File: config.mk
export PLATFORM = sky130hd
export DESIGN_NAME = rocd_top
export DESIGN_NICKNAME = d
export VERILOG_FILES = /design/src/hdl/rocd_pkg.sv /design/src/hdl/rocd_param_mem.sv /design/src/hdl/rocd_rise_det.sv /design/src/hdl/rocd_top.sv
export SDC_FILE = /design/constraint.sdc
export NUM_CORES = 1
export LEC_CHECK = 0
export ABC_AREA = 1
export BUFFER_PORTS_ARGS = -buffer_cell sky130_fd_sc_hd__buf_2
export CELL_PAD_IN_SITES_DETAIL_PLACEMENT = 1
export CELL_PAD_IN_SITES_GLOBAL_PLACEMENT = 2
export CORE_ASPECT_RATIO = 2
export CORE_MARGIN = 4
export CORE_UTILIZATION = 34
export CTS_BUF_LIST = sky130_fd_sc_hd__clkbuf_8 sky130_fd_sc_hd__clkbuf_16
export DETAILED_ROUTE_END_ITERATION = 12
export GPL_ROUTABILITY_DRIVEN = 0
export HOLD_SLACK_MARGIN = 0.12
export PLACE_DENSITY_LB_ADDON = 0.1
export SLEW_MARGIN = 40
export SYNTH_ARGS = -nofsm -noshare
export SYNTH_HDL_FRONTEND = slang
export SYNTH_HIERARCHICAL = 1
export SYNTH_SLANG_ARGS = --single-unit
File: constraint.sdc
create_clock -name core_clk_in -period 3.8 [get_ports core_clk_in]
set_clock_uncertainty 0.1 [all_clocks]
set_input_delay 0.76 -clock core_clk_in [delete_from_list [all_inputs] [get_ports core_clk_in]]
set_output_delay 0.76 -clock core_clk_in [all_outputs]
set_load 0.05 [all_outputs]
File: src/hdl/rocd_pkg.sv
package rocd_pkg;

  // Register byte addresses on the bus
  localparam logic [7:0] REG_CFG_ADDR    = 8'h00;
  localparam logic [7:0] REG_STATUS_ADDR = 8'h04;
  localparam logic [7:0] REG_ERROR_ADDR  = 8'h08;

  // Control register fields
  localparam int CFG_LAYOUT_LSB  = 0;
  localparam int CFG_STATION_LSB = 4;
  localparam int CFG_FSEL_LSB    = 8;
  localparam logic [15:0] CFG_RESET_VALUE = 16'h0012;

  // Station layouts
  localparam logic [1:0] LAYOUT_ONE  = 2'h0;
  localparam logic [1:0] LAYOUT_TWO  = 2'h1;
  localparam logic [1:0] LAYOUT_FOUR = 2'h2;

  // Link image: sixteen 16-bit words, two words per station
  localparam int IMG_WORDS        = 16;
  localparam int WORDS_PER_STN    = 2;

  // Multi-station bit positions
  localparam int BIT_SET_REQ   = 0;
  localparam int BIT_GEN_REQ   = 2;
  localparam int BIT_RW_SEL    = 3;
  localparam int BIT_MODE_REQ  = 4;
  localparam int BIT_ZERO      = 0;
  localparam int BIT_ZCLR      = 1;
  localparam int BIT_PEAK      = 2;
  localparam int BIT_PRESET    = 3;
  localparam int BIT_HOLD      = 4;
  localparam int BIT_MEND      = 5;
  localparam int BIT_CHK_ON    = 8;
  localparam int BIT_CHK_OFF   = 9;
  localparam int BIT_TRACK     = 15;
  localparam int BIT_INIT      = 9;
  localparam int BIT_ERR_CLR   = 10;
  // Single-station bit positions
  localparam int S1_CHK_ON     = 5;
  localparam int S1_CHK_OFF    = 6;
  localparam int S1_TRACK      = 7;
  localparam int S1_CAL_LSB    = 8;
  localparam int S1_INIT       = 9;

  // Write word area layout
  localparam logic [3:0] WW_GEN_DATA  = 4'hC;
  localparam logic [3:0] WW_CMD_NO    = 4'hE;
  localparam logic [3:0] SET_LAST_IDX = 4'hB;

  // Peak selection and error codes
  localparam logic [1:0] PEAK_MODE_LAST = 2'h3;
  localparam logic [1:0] FSEL_LINK_CAL  = 2'h2;
  localparam logic [7:0] ERR_CAL_CODE   = 8'h63;
  localparam logic [7:0] ERR_CAL_AUX    = 8'h02;

  typedef enum logic [4:0] {
    ST_IDLE = 5'b00001,
    ST_SET  = 5'b00010,
    ST_GWR  = 5'b00100,
    ST_GRD  = 5'b01000,
    ST_MODE = 5'b10000
  } rocd_state_t;

endpackage

File: src/hdl/rocd_param_mem.sv
`timescale 1ns/1ps
`default_nettype none
module rocd_param_mem (
  input  wire logic        core_clk_in,
  input  wire logic        we_in,
  input  wire logic [4:0]  waddr_in,
  input  wire logic [15:0] wdata_in,
  input  wire logic [4:0]  raddr_in,
  output logic      [15:0] rdata_out
);

  logic [15:0] mem_r [0:31];

  // Contents are undefined until written; no reset keeps this a plain RAM
  always_ff @(posedge core_clk_in) begin
    if (we_in) begin
      mem_r[waddr_in] <= wdata_in;
    end
    rdata_out <= mem_r[raddr_in];
  end

endmodule // rocd_param_mem
`default_nettype wire

File: src/hdl/rocd_rise_det.sv
`timescale 1ns/1ps
`default_nettype none
module rocd_rise_det #(
  parameter int W = 8
) (
  input  wire logic         core_clk_in,
  input  wire logic         rst_n_in,
  input  wire logic         sample_in,
  input  wire logic [W-1:0] level_in,
  output logic      [W-1:0] rise_out
);

  logic [W-1:0] prev_r;

  // Previous value only moves on link cycles, so a held level never repeats
  always_ff @(posedge core_clk_in or negedge rst_n_in) begin
    if (!rst_n_in) begin
      prev_r   <= '0;
      rise_out <= '0;
    end else begin
      rise_out <= sample_in ? (level_in & ~prev_r) : '0;
      if (sample_in) begin
        prev_r <= level_in;
      end
    end
  end

endmodule // rocd_rise_det
`default_nettype wire

File: src/hdl/rocd_top.sv
// Overview of operation
// - One-station layout has no error clear; only device reset clears errors.
// - Setting-write request stores the twelve setting words into memory.
// - General write stores two data words at the numbered parameter.
// - General read returns the numbered parameter in two read words.
// - Mode-switch request is answered but the mode word is not applied.
// - Zero, zero clear and peak reset act once per rising edge.
// - Each rising edge of peak command steps the peak/track selection.
// - Rising edge of forced-multi-end ends a multihold once.
// - Check-show edge shows check value; check-hide edge removes it.
// - Calibration number bits are read as a BCD value.
// - Calibration changes are taken only while function setting equals two.
// - Calibration change during a sequence raises error 99, auxiliary 2.
// - Initial-data request is accepted and ignored.
// - One-station layout puts initial-data request at second word bit 9.
// - Error-clear rising edge after an error zeroes type and number.
// - In one/two-station layout display bit high selects track, low peak.
// - One-station layout puts display select at first word bit 7.
// - Remote bit base index follows the configured station number.
`timescale 1ns/1ps
`default_nettype none
module rocd_top (
  input  wire logic         core_clk_in,
  input  wire logic         rst_n_in,
  input  wire logic         wb_cyc_in,
  input  wire logic         wb_stb_in,
  input  wire logic         wb_we_in,
  input  wire logic [7:0]   wb_adr_in,
  input  wire logic [3:0]   wb_sel_in,
  input  wire logic [31:0]  wb_dat_in,
  output logic      [31:0]  wb_dat_out,
  output logic              wb_ack_out,
  input  wire logic         link_cycle_in,
  input  wire logic [255:0] master_output_bit_in,
  input  wire logic [255:0] write_word_area_in,
  input  wire logic         seq_running_in,
  output logic              set_wr_resp_out,
  output logic              gen_cmd_resp_out,
  output logic              rw_resp_out,
  output logic              mode_resp_out,
  output logic      [31:0]  read_word_area_out,
  output logic              zero_pulse_out,
  output logic              zero_clear_pulse_out,
  output logic              peak_reset_pulse_out,
  output logic              multi_end_pulse_out,
  output logic      [1:0]   peak_mode_out,
  output logic              check_display_out,
  output logic              hold_out,
  output logic              track_display_out,
  output logic      [7:0]   cal_number_out,
  output logic              err_flag_out,
  output logic      [7:0]   err_code_out,
  output logic      [7:0]   err_aux_out
);

  // Control register
  logic [15:0] cfg_r;
  wire  [1:0]  layout   = cfg_r[rocd_pkg::CFG_LAYOUT_LSB +: 2];
  wire  [3:0]  station  = cfg_r[rocd_pkg::CFG_STATION_LSB +: 4];
  wire  [1:0]  fsel     = cfg_r[rocd_pkg::CFG_FSEL_LSB +: 2];
  wire         single   = (layout == rocd_pkg::LAYOUT_ONE);
  wire         four     = (layout == rocd_pkg::LAYOUT_FOUR);

  // Station window into the link image
  wire  [4:0]  base_w = 5'((station - 4'h1) *
                           rocd_pkg::WORDS_PER_STN);

  // Image passed as an argument so the words follow every change of it
  function automatic logic [15:0] stn_word(input logic [255:0] img,
                                           input logic [4:0]   base,
                                           input logic [4:0]   ofs);
    logic [4:0] idx;
    idx = base + ofs;
    stn_word = (idx < 5'(rocd_pkg::IMG_WORDS)) ? img[{idx[3:0], 4'h0} +: 16]
                                               : 16'h0000;
  endfunction

  wire [15:0] w0  = stn_word(master_output_bit_in, base_w, 5'h00);
  wire [15:0] w1  = stn_word(master_output_bit_in, base_w, 5'h01);
  wire [15:0] w2  = stn_word(master_output_bit_in, base_w, 5'h02);
  wire [15:0] wsy = stn_word(master_output_bit_in, base_w,
                             four ? 5'h07 : 5'h03);

  // Command bit decode by layout
  wire set_req  = !single && w0[rocd_pkg::BIT_SET_REQ];
  wire gen_req  = !single && w0[rocd_pkg::BIT_GEN_REQ];
  wire rw_sel   = w0[rocd_pkg::BIT_RW_SEL];
  wire mode_req = !single && w0[rocd_pkg::BIT_MODE_REQ];
  wire [15:0] wb_basic = single ? w0 : w1;
  wire chk_on   = single ? w0[rocd_pkg::S1_CHK_ON]  : w1[rocd_pkg::BIT_CHK_ON];
  wire chk_off  = single ? w0[rocd_pkg::S1_CHK_OFF] : w1[rocd_pkg::BIT_CHK_OFF];
  wire mend     = !single && w1[rocd_pkg::BIT_MEND];
  wire track    = single ? w0[rocd_pkg::S1_TRACK]
                         : w1[rocd_pkg::BIT_TRACK];
  // No error clear exists in the one-station layout
  wire err_clr  = single ? 1'b0
                         : wsy[rocd_pkg::BIT_ERR_CLR];
  // Initial-data request (one-station word 1 bit 9, else system word bit 9)
  // is deliberately left undecoded: nothing is initialised.
  wire [7:0] cal_in = single ? {6'h00, w0[rocd_pkg::S1_CAL_LSB +: 2]}
                             : w2[7:0];

  // Edge detection on link cycles
  wire [7:0] cmd_lvl = {err_clr, chk_off, chk_on, mend,
                        wb_basic[rocd_pkg::BIT_PRESET],
                        wb_basic[rocd_pkg::BIT_PEAK],
                        wb_basic[rocd_pkg::BIT_ZCLR],
                        wb_basic[rocd_pkg::BIT_ZERO]};
  logic [7:0] rise;
  rocd_rise_det #(.W(8)) u_rise (
    .core_clk_in (core_clk_in),
    .rst_n_in    (rst_n_in),
    .sample_in   (link_cycle_in),
    .level_in    (cmd_lvl),
    .rise_out    (rise)
  );

  // Calibration acceptance
  wire cal_bcd_ok = (cal_in[3:0] <= 4'h9) && (cal_in[7:4] <= 4'h9);
  wire cal_take   = link_cycle_in && (fsel == rocd_pkg::FSEL_LINK_CAL)
                    && cal_bcd_ok && (cal_in != cal_number_out);
  wire err_set    = cal_take && seq_running_in;
  wire err_clr_ok = rise[7] && err_flag_out;

  // Handshake engine
  rocd_pkg::rocd_state_t st_r;
  logic [3:0]  cnt_r;
  logic [15:0] mem_rd;
  wire  [15:0] cmd_no  = write_word_area_in[{rocd_pkg::WW_CMD_NO, 4'h0} +: 16];
  wire  [3:0]  ww_idx  = (st_r == rocd_pkg::ST_SET) ? cnt_r
                         : rocd_pkg::WW_GEN_DATA + {3'h0, cnt_r[0]};
  wire         mem_we  = (st_r == rocd_pkg::ST_SET) || (st_r == rocd_pkg::ST_GWR);
  wire  [4:0]  par_adr = {1'b1, cmd_no[2:0], cnt_r[0]};
  wire  [4:0]  mem_wa  = (st_r == rocd_pkg::ST_SET) ? {1'b0, cnt_r} : par_adr;
  wire  [15:0] mem_wd  = write_word_area_in[{ww_idx, 4'h0} +: 16];

  rocd_param_mem u_mem (
    .core_clk_in (core_clk_in),
    .we_in       (mem_we),
    .waddr_in    (mem_wa),
    .wdata_in    (mem_wd),
    .raddr_in    (par_adr),
    .rdata_out   (mem_rd)
  );

  always_ff @(posedge core_clk_in or negedge rst_n_in) begin
    if (!rst_n_in) begin
      st_r               <= rocd_pkg::ST_IDLE;
      cnt_r              <= 4'h0;
      set_wr_resp_out    <= 1'b0;
      gen_cmd_resp_out   <= 1'b0;
      rw_resp_out        <= 1'b0;
      mode_resp_out      <= 1'b0;
      read_word_area_out <= 32'h0000_0000;
    end else begin
      // Set, general and mode responses last until their requests fall; rw_resp_out keeps its value
      if (!set_req) set_wr_resp_out <= 1'b0;
      if (!gen_req) gen_cmd_resp_out <= 1'b0;
      if (!mode_req) mode_resp_out <= 1'b0;
      unique case (st_r)
        rocd_pkg::ST_IDLE: begin
          cnt_r <= 4'h0;
          if (set_req && !set_wr_resp_out) begin
            st_r <= rocd_pkg::ST_SET;
          end else if (gen_req && !gen_cmd_resp_out) begin
            st_r <= rw_sel ? rocd_pkg::ST_GRD : rocd_pkg::ST_GWR;
          end else if (mode_req && !mode_resp_out) begin
            st_r <= rocd_pkg::ST_MODE;
          end
        end
        rocd_pkg::ST_SET: begin
          cnt_r <= cnt_r + 4'h1;
          if (cnt_r == rocd_pkg::SET_LAST_IDX) begin
            set_wr_resp_out <= 1'b1;
            st_r            <= rocd_pkg::ST_IDLE;
          end
        end
        rocd_pkg::ST_GWR: begin
          cnt_r <= cnt_r + 4'h1;
          if (cnt_r[0]) begin
            gen_cmd_resp_out <= 1'b1;
            rw_resp_out      <= 1'b0;
            st_r             <= rocd_pkg::ST_IDLE;
          end
        end
        rocd_pkg::ST_GRD: begin
          // Read data lag the address by one cycle
          cnt_r <= cnt_r + 4'h1;
          if (cnt_r == 4'h1) read_word_area_out[15:0] <= mem_rd;
          if (cnt_r == 4'h2) begin
            read_word_area_out[31:16] <= mem_rd;
            gen_cmd_resp_out          <= 1'b1;
            rw_resp_out               <= 1'b1;
            st_r                      <= rocd_pkg::ST_IDLE;
          end
        end
        rocd_pkg::ST_MODE: begin
          // Reserved: acknowledged, the mode word is never applied
          mode_resp_out <= 1'b1;
          st_r          <= rocd_pkg::ST_IDLE;
        end
      endcase
    end
  end

  // Operator commands
  always_ff @(posedge core_clk_in or negedge rst_n_in) begin
    if (!rst_n_in) begin
      zero_pulse_out       <= 1'b0;
      zero_clear_pulse_out <= 1'b0;
      peak_reset_pulse_out <= 1'b0;
      multi_end_pulse_out  <= 1'b0;
      peak_mode_out        <= 2'h0;
      check_display_out    <= 1'b0;
      hold_out             <= 1'b0;
      track_display_out    <= 1'b0;
      cal_number_out       <= 8'h00;
    end else begin
      zero_pulse_out       <= rise[0];
      zero_clear_pulse_out <= rise[1];
      peak_reset_pulse_out <= rise[3];
      multi_end_pulse_out  <= rise[4];
      if (rise[2]) begin
        peak_mode_out <= (peak_mode_out == rocd_pkg::PEAK_MODE_LAST)
                         ? 2'h0 : peak_mode_out + 2'h1;
      end
      // Show wins when both edges land in one link cycle
      if (rise[5]) check_display_out <= 1'b1;
      else if (rise[6]) check_display_out <= 1'b0;
      if (link_cycle_in) begin
        hold_out          <= wb_basic[rocd_pkg::BIT_HOLD];
        track_display_out <= !four && track;
      end
      if (cal_take) cal_number_out <= cal_in;
    end
  end

  // Error store: a new error beats a clear in the same cycle
  always_ff @(posedge core_clk_in or negedge rst_n_in) begin
    if (!rst_n_in) begin
      err_flag_out <= 1'b0;
      err_code_out <= 8'h00;
      err_aux_out  <= 8'h00;
    end else if (err_set) begin
      err_flag_out <= 1'b1;
      err_code_out <= rocd_pkg::ERR_CAL_CODE;
      err_aux_out  <= rocd_pkg::ERR_CAL_AUX;
    end else if (err_clr_ok) begin
      err_flag_out <= 1'b0;
      err_code_out <= 8'h00;
      err_aux_out  <= 8'h00;
    end
  end

  // Bus slave: one wait state, unmapped reads return zero
  wire wb_req    = wb_cyc_in && wb_stb_in;
  wire sel_cfg   = (wb_adr_in == rocd_pkg::REG_CFG_ADDR);
  wire sel_stat  = (wb_adr_in == rocd_pkg::REG_STATUS_ADDR);
  wire sel_err   = (wb_adr_in == rocd_pkg::REG_ERROR_ADDR);
  wire [31:0] stat_w = {16'h0000, cal_number_out, 1'b0, track_display_out,
                        hold_out, check_display_out, 1'b0, peak_mode_out,
                        err_flag_out};
  wire [31:0] rd_mux = sel_cfg  ? {16'h0000, cfg_r}
                     : sel_stat ? stat_w
                     : sel_err  ? {16'h0000, err_aux_out, err_code_out}
                     : 32'h0000_0000;
  wire cfg_wr = wb_req && wb_ack_out && wb_we_in && sel_cfg;

  always_ff @(posedge core_clk_in or negedge rst_n_in) begin
    if (!rst_n_in) begin
      wb_ack_out <= 1'b0;
      wb_dat_out <= 32'h0000_0000;
      cfg_r      <= rocd_pkg::CFG_RESET_VALUE;
    end else begin
      wb_ack_out <= wb_req && !wb_ack_out;
      if (wb_req && !wb_ack_out) wb_dat_out <= rd_mux;
      if (cfg_wr && wb_sel_in[0]) cfg_r[7:0]  <= wb_dat_in[7:0];
      if (cfg_wr && wb_sel_in[1]) cfg_r[15:8] <= wb_dat_in[15:8];
    end
  end
endmodule // rocd_top
`default_nettype wire
; ---- Word-level counts from Yosys, hierarchy flattened
; Memories as Yosys holds them, arrays and structs flattened. A register that Yosys moved wholly into a read port is not among the register bits.
; Index checks and enable logic that the tools add are counted.
[classes]
n_addsub = 7
mul = 0
div_mod_pow = 0
order_cmp = 6
n_eq_ne = 19
shift = 5
muxes = 48
bitwise = 2
n_reduce_logical = 39
[ops]
columns = cell, n
row1 = $shiftx 256x9->16, 2
row2 = $shiftx 256x9->10, 1
row3 = $shiftx 256x9->11, 1
row4 = $shiftx 256x9->8, 1
row5 = $mux 16, 4
row6 = $mux 8, 6
row7 = $mux 5, 8
row8 = $pmux 5 s5, 1
row9 = $logic_and 1x1->1, 21
row10 = $lt 5x5->1 const B, 4
row11 = $mux 1, 20
row12 = $mux 11, 1
row13 = $mux 10, 1
row14 = $and 8x8->8, 1
row15 = $eq 8x3->1 const B, 1
row16 = $eq 8x4->1 const B, 1
row17 = $le 4x4->1 const B, 2
row18 = $logic_not 8->1, 1
row19 = $mux 4, 2
row20 = $ne 8x8->1, 1
row21 = $not 8->8, 1
row22 = $pmux 4 s2, 1
row23 = $reduce_bool 2->1, 4
row24 = $eq 2x2->1 const B, 3
row25 = 28 further kinds, 37
[word_totals]
reg_bits = 144
latchBits = 0
mem_bits_rw = 512
rom_bits = 0
output_inout_bits = 103
wordCells = 153
n_memories = 1
[mem_list]
columns = name, words, width, read_ports, rd_clocked_by_memory_dff, write_ports, line_no
row1 = u_mem.mem_r, 32, 16, 1, 1, 1, rocd_param_mem.sv:12  ; logic [15:0] mem_r [0:31];

; ---- Logic depth before layout (Yosys ltp)
; Gate-level depths: netlist of run 1.
[depth]
depth_word = 11
mapped_depth = 24
mapped_depth_nobuf = 19

; ---- Modules after synthesis
; Netlist of run 1, hierarchy kept.
[modules_own_cells]
columns = mod, n_inst, cells_per_inst, area_each_um2, seq_area_each_um2
row1 = rocd_param_mem, 1, 1794, 21301.7, 15695.1
row2 = rocd_top, 1, 1526, 9142.5, 2406.1
row3 = rocd_rise_det, 1, 50, 535.5, 400.4

; ---- Worst setup path after synthesis of run 1
; OpenSTA, ideal clock, no wires.
[synth_timing]
path_kind = reg2reg
from = register cfg_r[4]
to = register u_rise.prev_r[7]
setup_time_ns = 0.117
arrival_time_ns = 3.291
t_required_ns = 3.583
setup_slack_ns = 0.292
path_stages_with_launch = 20
n_path_buf = 8
period_less_slack_ns = 3.508
cell_sequence = dfstp_2 buf_4 inv_2 buf_6 buf_6 buf_2 buf_2 ha_1 inv_2 buf_2 buf_2 clkbuf_1 ha_1 inv_1 nand2_1 o22a_1 a31oi_1 nor3_1 nand2_1 nand2_1
[synth_via]
elab_chain_len = 5
[synth_rtl]
columns = item, line_no
row1 = start: declaration, rocd_top.sv:57  ; logic [15:0] cfg_r;
row2 = start signal: assignment, rocd_top.sv:273  ; cfg_r <= rocd_pkg::CFG_RESET_VALUE;
row3 = start signal: assignment, rocd_top.sv:277  ; if (cfg_wr && wb_sel_in[0]) cfg_r[7:0] <= wb_dat_in[7:0];
row4 = $sub 4x1->4 *, rocd_top.sv:65  ; wire [4:0] base_w = 5'((station - 4'h1) *
row5 = $add 5x3->5 *, rocd_top.sv:73  ; idx = base + ofs;
row6 = $shiftx 256x9->11 / $lt 5x5->1 (equally long branches), rocd_top.sv:74  ; stn_word = (idx < 5'(rocd_pkg::IMG_WORDS)) ? img[{idx[3:0], 4'h0} +: 16]
row7 = $mux 11 *, rocd_top.sv:74
row8 = $mux 1 *, rocd_top.sv:96  ; wire err_clr = single ? 1'b0
row9 = via err_clr, rocd_top.sv:96
row10 = end signal: assignment, rocd_rise_det.sv:23  ; prev_r <= level_in;
row11 = end: declaration, rocd_rise_det.sv:13  ; logic [W-1:0] prev_r;
; The timed path passes the listed nets; every way through them passes the cells marked *.
; A chain may end at the register's enable or synchronous reset.

; ---- Worst setup path in the final report of run 1
[layout_timing]
from = register cfg_r[4]
to = register cal_number_out[5]
[layout_via]
elab_chain_len = 9
[layout_rtl]
columns = item, line_no
row1 = $sub 4x1->4 *, rocd_top.sv:65
row2 = $add 5x2->5, rocd_top.sv:73
row3 = $shiftx 256x9->8 / $lt 5x5->1 (equally long branches), rocd_top.sv:74
row4 = $mux 8, rocd_top.sv:74
row5 = $mux 8 *, rocd_top.sv:100  ; wire [7:0] cal_in = single ? {6'h00, w0[rocd_pkg::S1_CAL_LSB +: 2]}
row6 = $le 4x4->1, rocd_top.sv:119  ; wire cal_bcd_ok = (cal_in[3:0] <= 4'h9) && (cal_in[7:4] <= 4'h9);
row7 = $logic_and 1x1->1, rocd_top.sv:119
row8 = $logic_and 1x1->1 (2 in series), rocd_top.sv:121  ; && cal_bcd_ok && (cal_in != cal_number_out);
row9 = end signal: assignment, rocd_top.sv:234  ; if (cal_take) cal_number_out <= cal_in;
row10 = end: declaration, rocd_top.sv:50  ; output logic [7:0] cal_number_out,
; Every way passes the cells marked *; elsewhere a longest branch is shown, timed or not.

==> results of run 1 <==
## what timing repair did
action / CTS / global route
hold endpoints to repair: 38 / 0
setup endpoints to repair: 0 / 0
hold buffers: 1 / 0
## cell families (layout without fill, tap and decap cells)
kind of cell               count (synthesis)  after routing  synth area share (%)
DFF                                      640            640                  59.7
muxes                                      5              5                 0.174
buffers and inverters                    378            887                  6.46
adders and majority gates                  6              6                 0.242
xor gates and xnor gates                   3              3                0.0848
and+or+nand+nor                         1980           1980                  26.5
AOI/OAI and AO/OA                        356            356                  6.79
other                                      2             38                0.0242
## registers in the layout, summed over array words and instances (netlist names), 2 cells and up
signal and cells:
read_word_area_out 32, u_mem/rdata_out 16, u_rise/rise_out 8, st_r 5, u_mem/mem_r 512, u_rise/prev_r 8, cfg_r 16, cal_number_out 8
peak_mode_out 2, wb_dat_out 16, cnt_r 4
## power by group through the flow
stage | Combinational [mW] | Clock (mW) | Sequential, mW
2_1_floorplan | 0.593 | 0 | 7.88
6_report | 1.27 | 6.04 | 7.66
3_5_place_dp | 1.27 | 0 | 7.81
5_1_grt | 1.39 | 6.50 | 7.67
4_1_cts | 1.28 | 6.21 | 7.66
3_3_place_gp | 1.24 | 0 | 7.81
## final timing paths
kind / start / to
hold reg to reg: u_rise/rise_out[3] / peak_reset_pulse_out
hold / removal: u_rise/rise_out[3] / peak_reset_pulse_out
max in group asynchronous: rst_n_in / cfg_r[1]
min in group asynchronous: rst_n_in / cfg_r[5]
setup reg to reg: cfg_r[4] / cal_number_out[5]
setup / recovery: cfg_r[4] / cal_number_out[5]
## metrics by stage
stage | instance area (um^2) | total power [mW] | setup WS (ns)
global placement | 34700 | 9.05 | 0.451
global route | 36800 | 15.6 | 0.227
finish | 36800 | 15.0 | 0.443
detailed placement | 34700 | 9.09 | 0.456
CTS | 36700 | 15.2 | 0.392
floorplan | 31100 | 8.47 | 0.292
## cells in the final DEF, fill, tap and decap left out, types with 5 or more instances in the layout
| cell | instances |
|---|---|
| o211ai_1 | 7 |
| clkinv_1 | 5 |
| edfxtp_1 | 512 |
| a21oi_1 | 37 |
| o21ai_1 | 28 |
| a31oi_1 | 49 |
| nand3_1 | 496 |
| buf_12 | 9 |
| inv_2 | 9 |
| o21bai_1 | 6 |
| nand4_1 | 22 |
| nor2_2 | 5 |
| buf_4 | 114 |
| ha_1 | 5 |
| clkbuf_16 | 60 |
| dfxtp_1 | 16 |
| o21a_1 | 21 |
| nor2_1 | 124 |
| o221ai_1 | 29 |
| o21ai_0 | 152 |
| bufinv_16 | 5 |
| inv_1 | 132 |
| o22ai_1 | 14 |
| dfrtp_1 | 108 |
| conb_1 | 28 |
| clkinvlp_4 | 5 |
| nand2_1 | 1311 |
| buf_2 | 522 |
| clkbuf_8 | 6 |
| clkinv_2 | 11 |
| diode_2 | 10 |
## metal layers
layer  GRT usage [%]  wire length (um)  up-vias
met3            3.43              5930      207
met4            8.92              5000       10
met5               0                70        -
met1            26.7             44400    13100
met2            48.2             66700      832
li1                -                 -    12400
## cell type report
class	instances	area share (%)
Clock inverter	42	1.10
Timing Repair Buffer	647	9.98
Inverter	132	1.37
Tap cell	1185	4.03
Clock buffer	66	4.31
Antenna cell	10	0.0681
Sequential cell	640	50.3
Multi-Input combinational cell	2378	28.8
==> results_dict.tcl, run 1 <==
set metrics [dict create \
    fillers 10600 \
    crit_top_cell "nand2_1" \
    criticalPathCategory "flop to flop" \
    worst_ir_drop_vdd_uv 348 \
    wire_per_inst_um 23.9 \
    clock_path_buffers 3 \
    cts_setup_buffers 0 \
    hpwl_um 89400 \
    yosysTopAreaCellShare_pct 49.6 \
    drive_gt1_share_pct 19.9 \
    startpoint_type "flop" \
    seqCellArea_um2 18500 \
    grt_overflow_total 0 \
    r2r_slack_ns 0.44 \
    cts_buffers 57 \
    clock_latency_ns 0.65 \
    cts.sinks 640 \
    numPortBuffers 524 \
    synth_area_leaders "edfxtp_1, nand2_1, dfrtp_1" \
    grt_setup_unrepaired "false" \
    min_period_over_period_pct 88.3 \
    switching_power_mw 3.59 \
    max_stage_delay_ns 0.54 \
    ys_seq_elements 640 \
    worst_pin_slew_ns 0.714 \
    syn_inst 3370 \
    crit_chain "inv_2 -> ha_2 -> inv_2 -> nand2_1 -> nand2_1 -> nand2_1 -> nand3_1 -> nand2_1 -> nand3_1 -> nand2_1 -> o21ai_1 -> nand2_1 -> nor2_4 -> nand2_4 -> nand2_1 -> nand2_1" \
    crit_path_max_fanout 35 \
    dieArea_um2 96300 \
    ctsResizeCount 0 \
    drt_first_pass_iters 5 \
    yosysSeqAreaShare_pct 59.7 \
    switching_share_pct 24.0 \
    avgSynthCellArea_um2 9.19 \
    slew_headroom_pct 52.0 \
    holdWs_ns 0.230 \
    ant_nets 0 \
    synth_edf_count 512 \
    async_reset_ff_share_pct 17.5 \
    hold_path_class "flop to flop" \
    ys_warn_count 6 \
    max_cap_violations 0 \
    seqPwrFrac_pct 51.2 \
    synth_flop_cell "edfxtp_1" \
    cp-end-kind "flop" \
    grt_usage_pct 24.6 \
    vias_per_cell 5.20 \
    htreeDepth 2 \
    yosysMostFrequentCell "nand2_1" \
    cp.buffers_inverters 2 \
    synth_area_um2 31000 \
    grt_max_degree 127 \
    grt_pass1_vias 28800 \
    path_clk_slew_ns 0.07 \
    fmax_mhz 298 \
    drc 0 \
    instances_no_fill 5100 \
    crit_path_top_delay_cell "dfstp_2" \
    dp_cells 4981 \
    setup_viol 0 \
    crit_required_ns 4.25 \
    area_growth_pct 18.7 \
    cpLargestDelayFamily "simple AND/OR/NAND/NOR gates" \
    fp-row-count 156 \
    multiInputGateArea_um2 10600 \
    cp.depth 16 \
    report.final.slew_viol_count 0 \
    tritoncts "done" \
    hold_violations 0 \
    status "finished clean" \
    wl_um 122000 \
    initial_core_util_pct 34.3 \
    finalSetupTns_ns 0 \
    p_int_mw 11.4 \
    p_per_area_nw_per_um2 407 \
    clock_power_share_pct 40.3 \
    antenna_found_initial 25 \
    ys_top_cells_by_count "nand2_1, edfxtp_1, nand3_1" \
    drt_iter0_markers 1534 \
    p_leak_nw 15.8 \
    cp_data_arrival_time_ns 3.80 \
    grt_pass1_wl_um 182000 \
    io_pins 666 \
    clockRootBuffer "clkbuf_16" \
    final_util_pct 40.7 \
    reg2regPathDepth 16 \
    final_nets 4425 \
    pwr-share-comb_pct 8.5 \
    vias 26500 \
    coreArea_um2 90400 \
    netlist.top_cell.by_area "edfxtp_1" \
    synth_cell_type_count 54 \
    whs_path_depth 0 \
    die-height_um 435 \
    fp.dieW_um 221 \
    fin_crit_ns 3.36 \
]
Power figures use the tool's default switching activity.
==> run 2: changes to the inputs <==
==> constraint.sdc (replaced) <==
create_clock -name core_clk_in -period 3.8 [get_ports core_clk_in]
set_clock_uncertainty 0.1 [all_clocks]
set_input_delay 0 -clock core_clk_in [delete_from_list [all_inputs] [get_ports core_clk_in]]
set_output_delay 0 -clock core_clk_in [all_outputs]
set_load 0.05 [all_outputs]
==> run 2 against run 1 <==
Fmax shrank 6.5%. Die area unchanged. Critical path depth down 4. Flip-flop and latch count did not move. Largest power group unchanged. Highest routed layer unchanged.
==> results_dict.tcl, run 2 (synthesis results as in run 1) <==
set metrics [dict create \
    status "finished clean" \
    layout_commonest_cell "nand2_1" \
    final_cell_mix "nand2_1, buf_2, edfxtp_1" \
    drt_first_pass_iters 5 \
    hpwl_um 90100 \
    fp-row-count 156 \
    crit_path_top_delay_cell "dlygate4sd3_1" \
    largest_reg_flops 512 \
    wire_per_inst_um 23.7 \
    vias 27300 \
    cp-end-kind "flop" \
    slew_headroom_pct 47.9 \
    numPortBuffers 524 \
    path_clk_slew_ns 0.07 \
    grt_usage_pct 25.2 \
    htreeDepth 2 \
    grt_max_degree 141 \
    grt_setup_unrepaired "false" \
    ant_nets 0 \
    clockRootBuffer "clkbuf_16" \
    finalSetupTns_ns 0 \
    drive_gt1_share_pct 18.7 \
    top_regs "u_mem/mem_r x512, read_word_area_out x32" \
    cts_setup_buffers 0 \
    drc 0 \
    tritoncts "done" \
    cts_buffers 57 \
    initial_core_util_pct 34.3 \
    die-height_um 435 \
    setup_viol 0 \
    fin_crit_ns 3.59 \
    cts.sinks 640 \
    holdWs_ns 0.136 \
    wl_um 125000 \
    fmax_mhz 279 \
    criticalPathCategory "flop to flop" \
    worst_pin_slew_ns 0.781 \
    area_growth_pct 23.9 \
    crit_required_ns 4.23 \
    startpoint_type "flop" \
    coreArea_um2 90400 \
    dieArea_um2 96300 \
    hold_violations 0 \
    worst_ir_drop_vdd_uv 342 \
    p_leak_nw 16.4 \
    cp.buffers_inverters 4 \
    fp.dieW_um 221 \
    grt_overflow_total 0 \
    crit_chain "inv_2 -> buf_4 -> a21oi_1 -> o21ai_1 -> dlygate4sd3_1 -> nand2_1 -> nand2_1 -> dlygate4sd3_1 -> nand4_1 -> nor2_2 -> nand3b_1 -> o21ai_0" \
    max_stage_delay_ns 0.58 \
    antenna_found_initial 24 \
    io_pins 666 \
    regMostFlops "u_mem/mem_r" \
    clock_path_buffers 3 \
    vias_per_cell 5.18 \
    cp_data_arrival_time_ns 4.02 \
    p_per_area_nw_per_um2 385 \
    report.final.slew_viol_count 0 \
    final_nets 4591 \
    crit_path_max_fanout 61 \
    cpLargestDelayFamily "buffers and inverters" \
    drt_iter0_markers 1725 \
    grt_pass1_wl_um 187000 \
    hold_path_class "input port to flop" \
    grt_pass1_vias 29900 \
    max_cap_violations 0 \
    min_period_over_period_pct 94.5 \
    clock_latency_ns 0.67 \
]
-- run 2: final timing paths --
kind / slack [ns] / to / from / cells past startpoint
worst max-delay path: 0.21 / st_r[3] / cfg_r[4] / 12
worst min-delay path: 0.14 / u_rise/rise_out[2] / master_output_bit_in[18] / 7
worst max register to register: 0.21 / st_r[3] / cfg_r[4] / 12
worst min register to register: 0.25 / peak_reset_pulse_out / u_rise/rise_out[3] / 0
max in group asynchronous: 2.82 / u_rise/prev_r[2] / rst_n_in / 4
min in group asynchronous: 0.38 / cfg_r[4] / rst_n_in / 3
-- run 2: through the flow --
step                cell area, um^2  std cells  util, %  worst slack, ns  total power [mW]
global placement              34700       4971     38.4            0.586              9.05
floorplan                     31100       3396        -            0.292              8.47
finish                        38400       5270     42.5            0.210              14.8
detailed placement            34700       4971     38.4            0.538              9.08
global route                  38400       5265     42.5           0.0309              15.4
CTS                           38300       5255     42.4           0.0185              15.0
-- run 2: worst reg2reg max path: stages, from the launching register on --
cell           delay, ns
dfstp_2             0.38
inv_2               0.15
buf_4               0.56
a21oi_1             0.19
o21ai_1             0.11
dlygate4sd3_1       0.58
nand2_1             0.06
nand2_1             0.08
dlygate4sd3_1       0.55
nand4_1             0.20
nor2_2              0.19
nand3b_1            0.09
o21ai_0             0.23
-- run 2: routing by layer --
metal / track usage [%] / wire length, um / up-vias
li1: - / - / 12700
met1: 26.7 / 45100 / 13500
met2: 49.9 / 69200 / 852
met3: 3.30 / 5220 / 232
met4: 9.68 / 5270 / 10
met5: 0 / 49 / -
-- run 2: repair_timing --
action	in CTS	in global routing
gates resized for setup	0	9
hold endpoints to repair	267	0
hold buffers	177	0
endpoints found under the setup margin	0	12
-- run 2: layout make-up --
cell class,count,area (um^2)
fill,10500,52000
sequential,640,18500
multi-input combinational,2378,10600
timing repair buffer,813,5420
tap,1185,1480
clock buffer,58,1440
inverter,132,508
clock inverter,49,398
antenna,15,37.5
-- run 2: power by group --
group | switching (mW) | internal (mW)
Combinational | 0.873 | 0.497
Clock | 2.66 | 3.10
Sequential | 0.0421 | 7.62
==> run 3: changes to the inputs <==
--- a/config.mk
+++ b/config.mk
@@ -6,7 +6,7 @@
 export NUM_CORES = 1
 export LEC_CHECK = 0
 export ABC_AREA = 1
-export BUFFER_PORTS_ARGS = -buffer_cell sky130_fd_sc_hd__buf_2
+export BUFFER_PORTS_ARGS = -buffer_cell sky130_fd_sc_hd__clkbuf_2
 export CELL_PAD_IN_SITES_DETAIL_PLACEMENT = 1
 export CELL_PAD_IN_SITES_GLOBAL_PLACEMENT = 2
 export CORE_ASPECT_RATIO = 2
==> run 3 against run 2 <==
Final cell count decreased by 0.15%. Via count decreased by 0.62%. Count of clock-buffer cells in the layout increased by 6. Sequential power about the same. Critical path type unchanged. Critical endpoint is now u_rise/prev_r[5]. Largest cell class unchanged. Largest power group unchanged. Highest routed layer unchanged.
==> results_dict.tcl, run 3 (synthesis results as in run 1) <==
set metrics [dict create \
    io_pins 666 \
    drt_iter0_markers 1509 \
    status "finished clean" \
    finalSetupTns_ns 0 \
    clockRootBuffer "clkbuf_16" \
    cp.buffers_inverters 4 \
    dp_cells 4981 \
    grt_overflow_total 0 \
    vias_per_cell 5.16 \
    area_growth_pct 23.8 \
    path_clk_slew_ns 0.07 \
    final_util_pct 42.4 \
    report.final.slew_viol_count 0 \
    die-height_um 435 \
    multiInputGateArea_um2 10600 \
    cpLargestDelayFamily "buffers and inverters" \
    worst_pin_slew_ns 0.754 \
    coreArea_um2 90400 \
    criticalPathCategory "flop to flop" \
    grt_pass1_wl_um 185000 \
    fmax_mhz 276 \
    holdWs_ns 0.168 \
    wl_um 125000 \
    max_cap_violations 0 \
    p_leak_nw 16.5 \
    cp_data_arrival_time_ns 4.03 \
    fp-row-count 156 \
    drt_first_pass_iters 7 \
    crit_required_ns 4.20 \
    fin_crit_ns 3.62 \
    initial_core_util_pct 34.3 \
    hold_violations 0 \
    clock_latency_ns 0.64 \
    fillers 10600 \
    hpwl_um 90200 \
    drive_gt1_share_pct 19.1 \
    worst_ir_drop_vdd_uv 384 \
    hold_path_class "input port to flop" \
    grt_pass1_vias 29800 \
    numPortBuffers 524 \
    tritoncts "done" \
    crit_top_cell "nand2_1" \
    seqCellArea_um2 18500 \
    final_cell_mix "nand2_1, clkbuf_2, edfxtp_1" \
    regMostFlops "u_mem/mem_r" \
    ant_nets 0 \
    wire_per_inst_um 23.7 \
    cp-end-kind "flop" \
    grt_setup_unrepaired "true" \
    layout_commonest_cell "nand2_1" \
    slew_headroom_pct 49.7 \
    crit_path_top_delay_cell "dlygate4sd3_1" \
    top_regs "u_mem/mem_r x512, read_word_area_out x32" \
    grt_usage_pct 25.1 \
    setup_viol 0 \
    cts_buffers 57 \
    cts.sinks 640 \
    htreeDepth 2 \
    clock_path_buffers 3 \
    crit_path_max_fanout 14 \
    vias 27200 \
    drc 0 \
    crit_chain "inv_2 -> ha_2 -> nand2_1 -> buf_4 -> o221ai_1 -> dlygate4sd3_1 -> a21oi_1 -> dlygate4sd3_1 -> o211a_1 -> nand2_1 -> nand2_1" \
    startpoint_type "flop" \
    fp.dieW_um 221 \
    dieArea_um2 96300 \
    total_power_mw 14.8 \
    min_period_over_period_pct 95.3 \
    max_stage_delay_ns 0.57 \
    largest_reg_flops 512 \
    antenna_found_initial 16 \
    instances_no_fill 5262 \
    grt_max_degree 120 \
    final_nets 4589 \
    p_per_area_nw_per_um2 386 \
]
## run 3: cell types whose count changed in the layout (fill, tap and decap cells not counted), moves of 3 or more
| cell | previous run | this run |
|---|---|---|
| nand3_1 | 496 | 493 |
| inv_1 | 130 | 136 |
| buf_4 | 100 | 113 |
| diode_2 | 15 | 9 |
| clkinv_1 | 17 | 10 |
| dlygate4sd3_1 | 176 | 162 |
| buf_2 | 522 | 0 |
| clkbuf_2 | 0 | 522 |
| clkbuf_8 | 1 | 4 |
| clkbuf_16 | 57 | 60 |
| o21a_2 | 0 | 3 |
| o21a_1 | 21 | 18 |
## run 3: final timing paths
check,slack [ns],endpoint,start,depth (start not counted)
min in group asynchronous,0.46,wb_dat_out[1],rst_n_in,4
worst min-delay path,0.17,u_rise/prev_r[2],master_output_bit_in[34],9
worst max-delay path,0.18,u_rise/prev_r[5],cfg_r[4],11
worst max register to register,0.18,u_rise/prev_r[5],cfg_r[4],11
worst min register to register,0.25,zero_clear_pulse_out,u_rise/rise_out[1],0
max in group asynchronous,2.54,cnt_r[0],rst_n_in,4
## run 3: stage by stage
stage / instance area (um^2) / setup slack [ns]
finish: 38400 / 0.177
global route: 38400 / 0.00348
CTS: 38300 / 0.0246
detailed placement: 34800 / 0.512
global placement: 34800 / 0.488
floorplan: 31100 / 0.292
## run 3: repair_timing
item,4_1_cts,5_1_grt
hold endpoints to repair,225,0
buffers inserted,0,3
resized for setup,0,16
hold buffers,163,0
setup endpoints to repair,0,27
## run 3: cell type report
cell class,count,area share (%)
timing repair buffer,811,13.9
tap,1185,3.87
clock buffer,64,4.06
inverter,132,1.33
clock inverter,43,0.816
sequential,640,48.2
antenna,9,0.0587
multi-input combinational,2378,27.7
## run 3: power breakdown
group | switching, mW | internal, mW
clock network | 2.63 | 3.15
logic | 0.874 | 0.481
registers | 0.0451 | 7.63
## run 3: worst reg2reg max path: stages (launching register included)
cell and delay [ns]:
dfstp_2 0.55, inv_2 0.04, ha_2 0.46, nand2_1 0.26
buf_4 0.29, o221ai_1 0.17, dlygate4sd3_1 0.57, a21oi_1 0.04
dlygate4sd3_1 0.57, o211a_1 0.25, nand2_1 0.10, nand2_1 0.07
## run 3: layer usage
| metal | part of all wire [%] | track usage, % | vias to the layer above | wire, um |
|---|---|---|---|---|
| li1 | - | - | 12700 | - |
| met1 | 36 | 26.6 | 13400 | 44800 |
| met2 | 55 | 48.4 | 865 | 68000 |
| met3 | 4.7 | 3.60 | 208 | 5910 |
| met4 | 4.7 | 11.6 | 6 | 5840 |
| met5 | 0.034 | 0 | - | 42 |
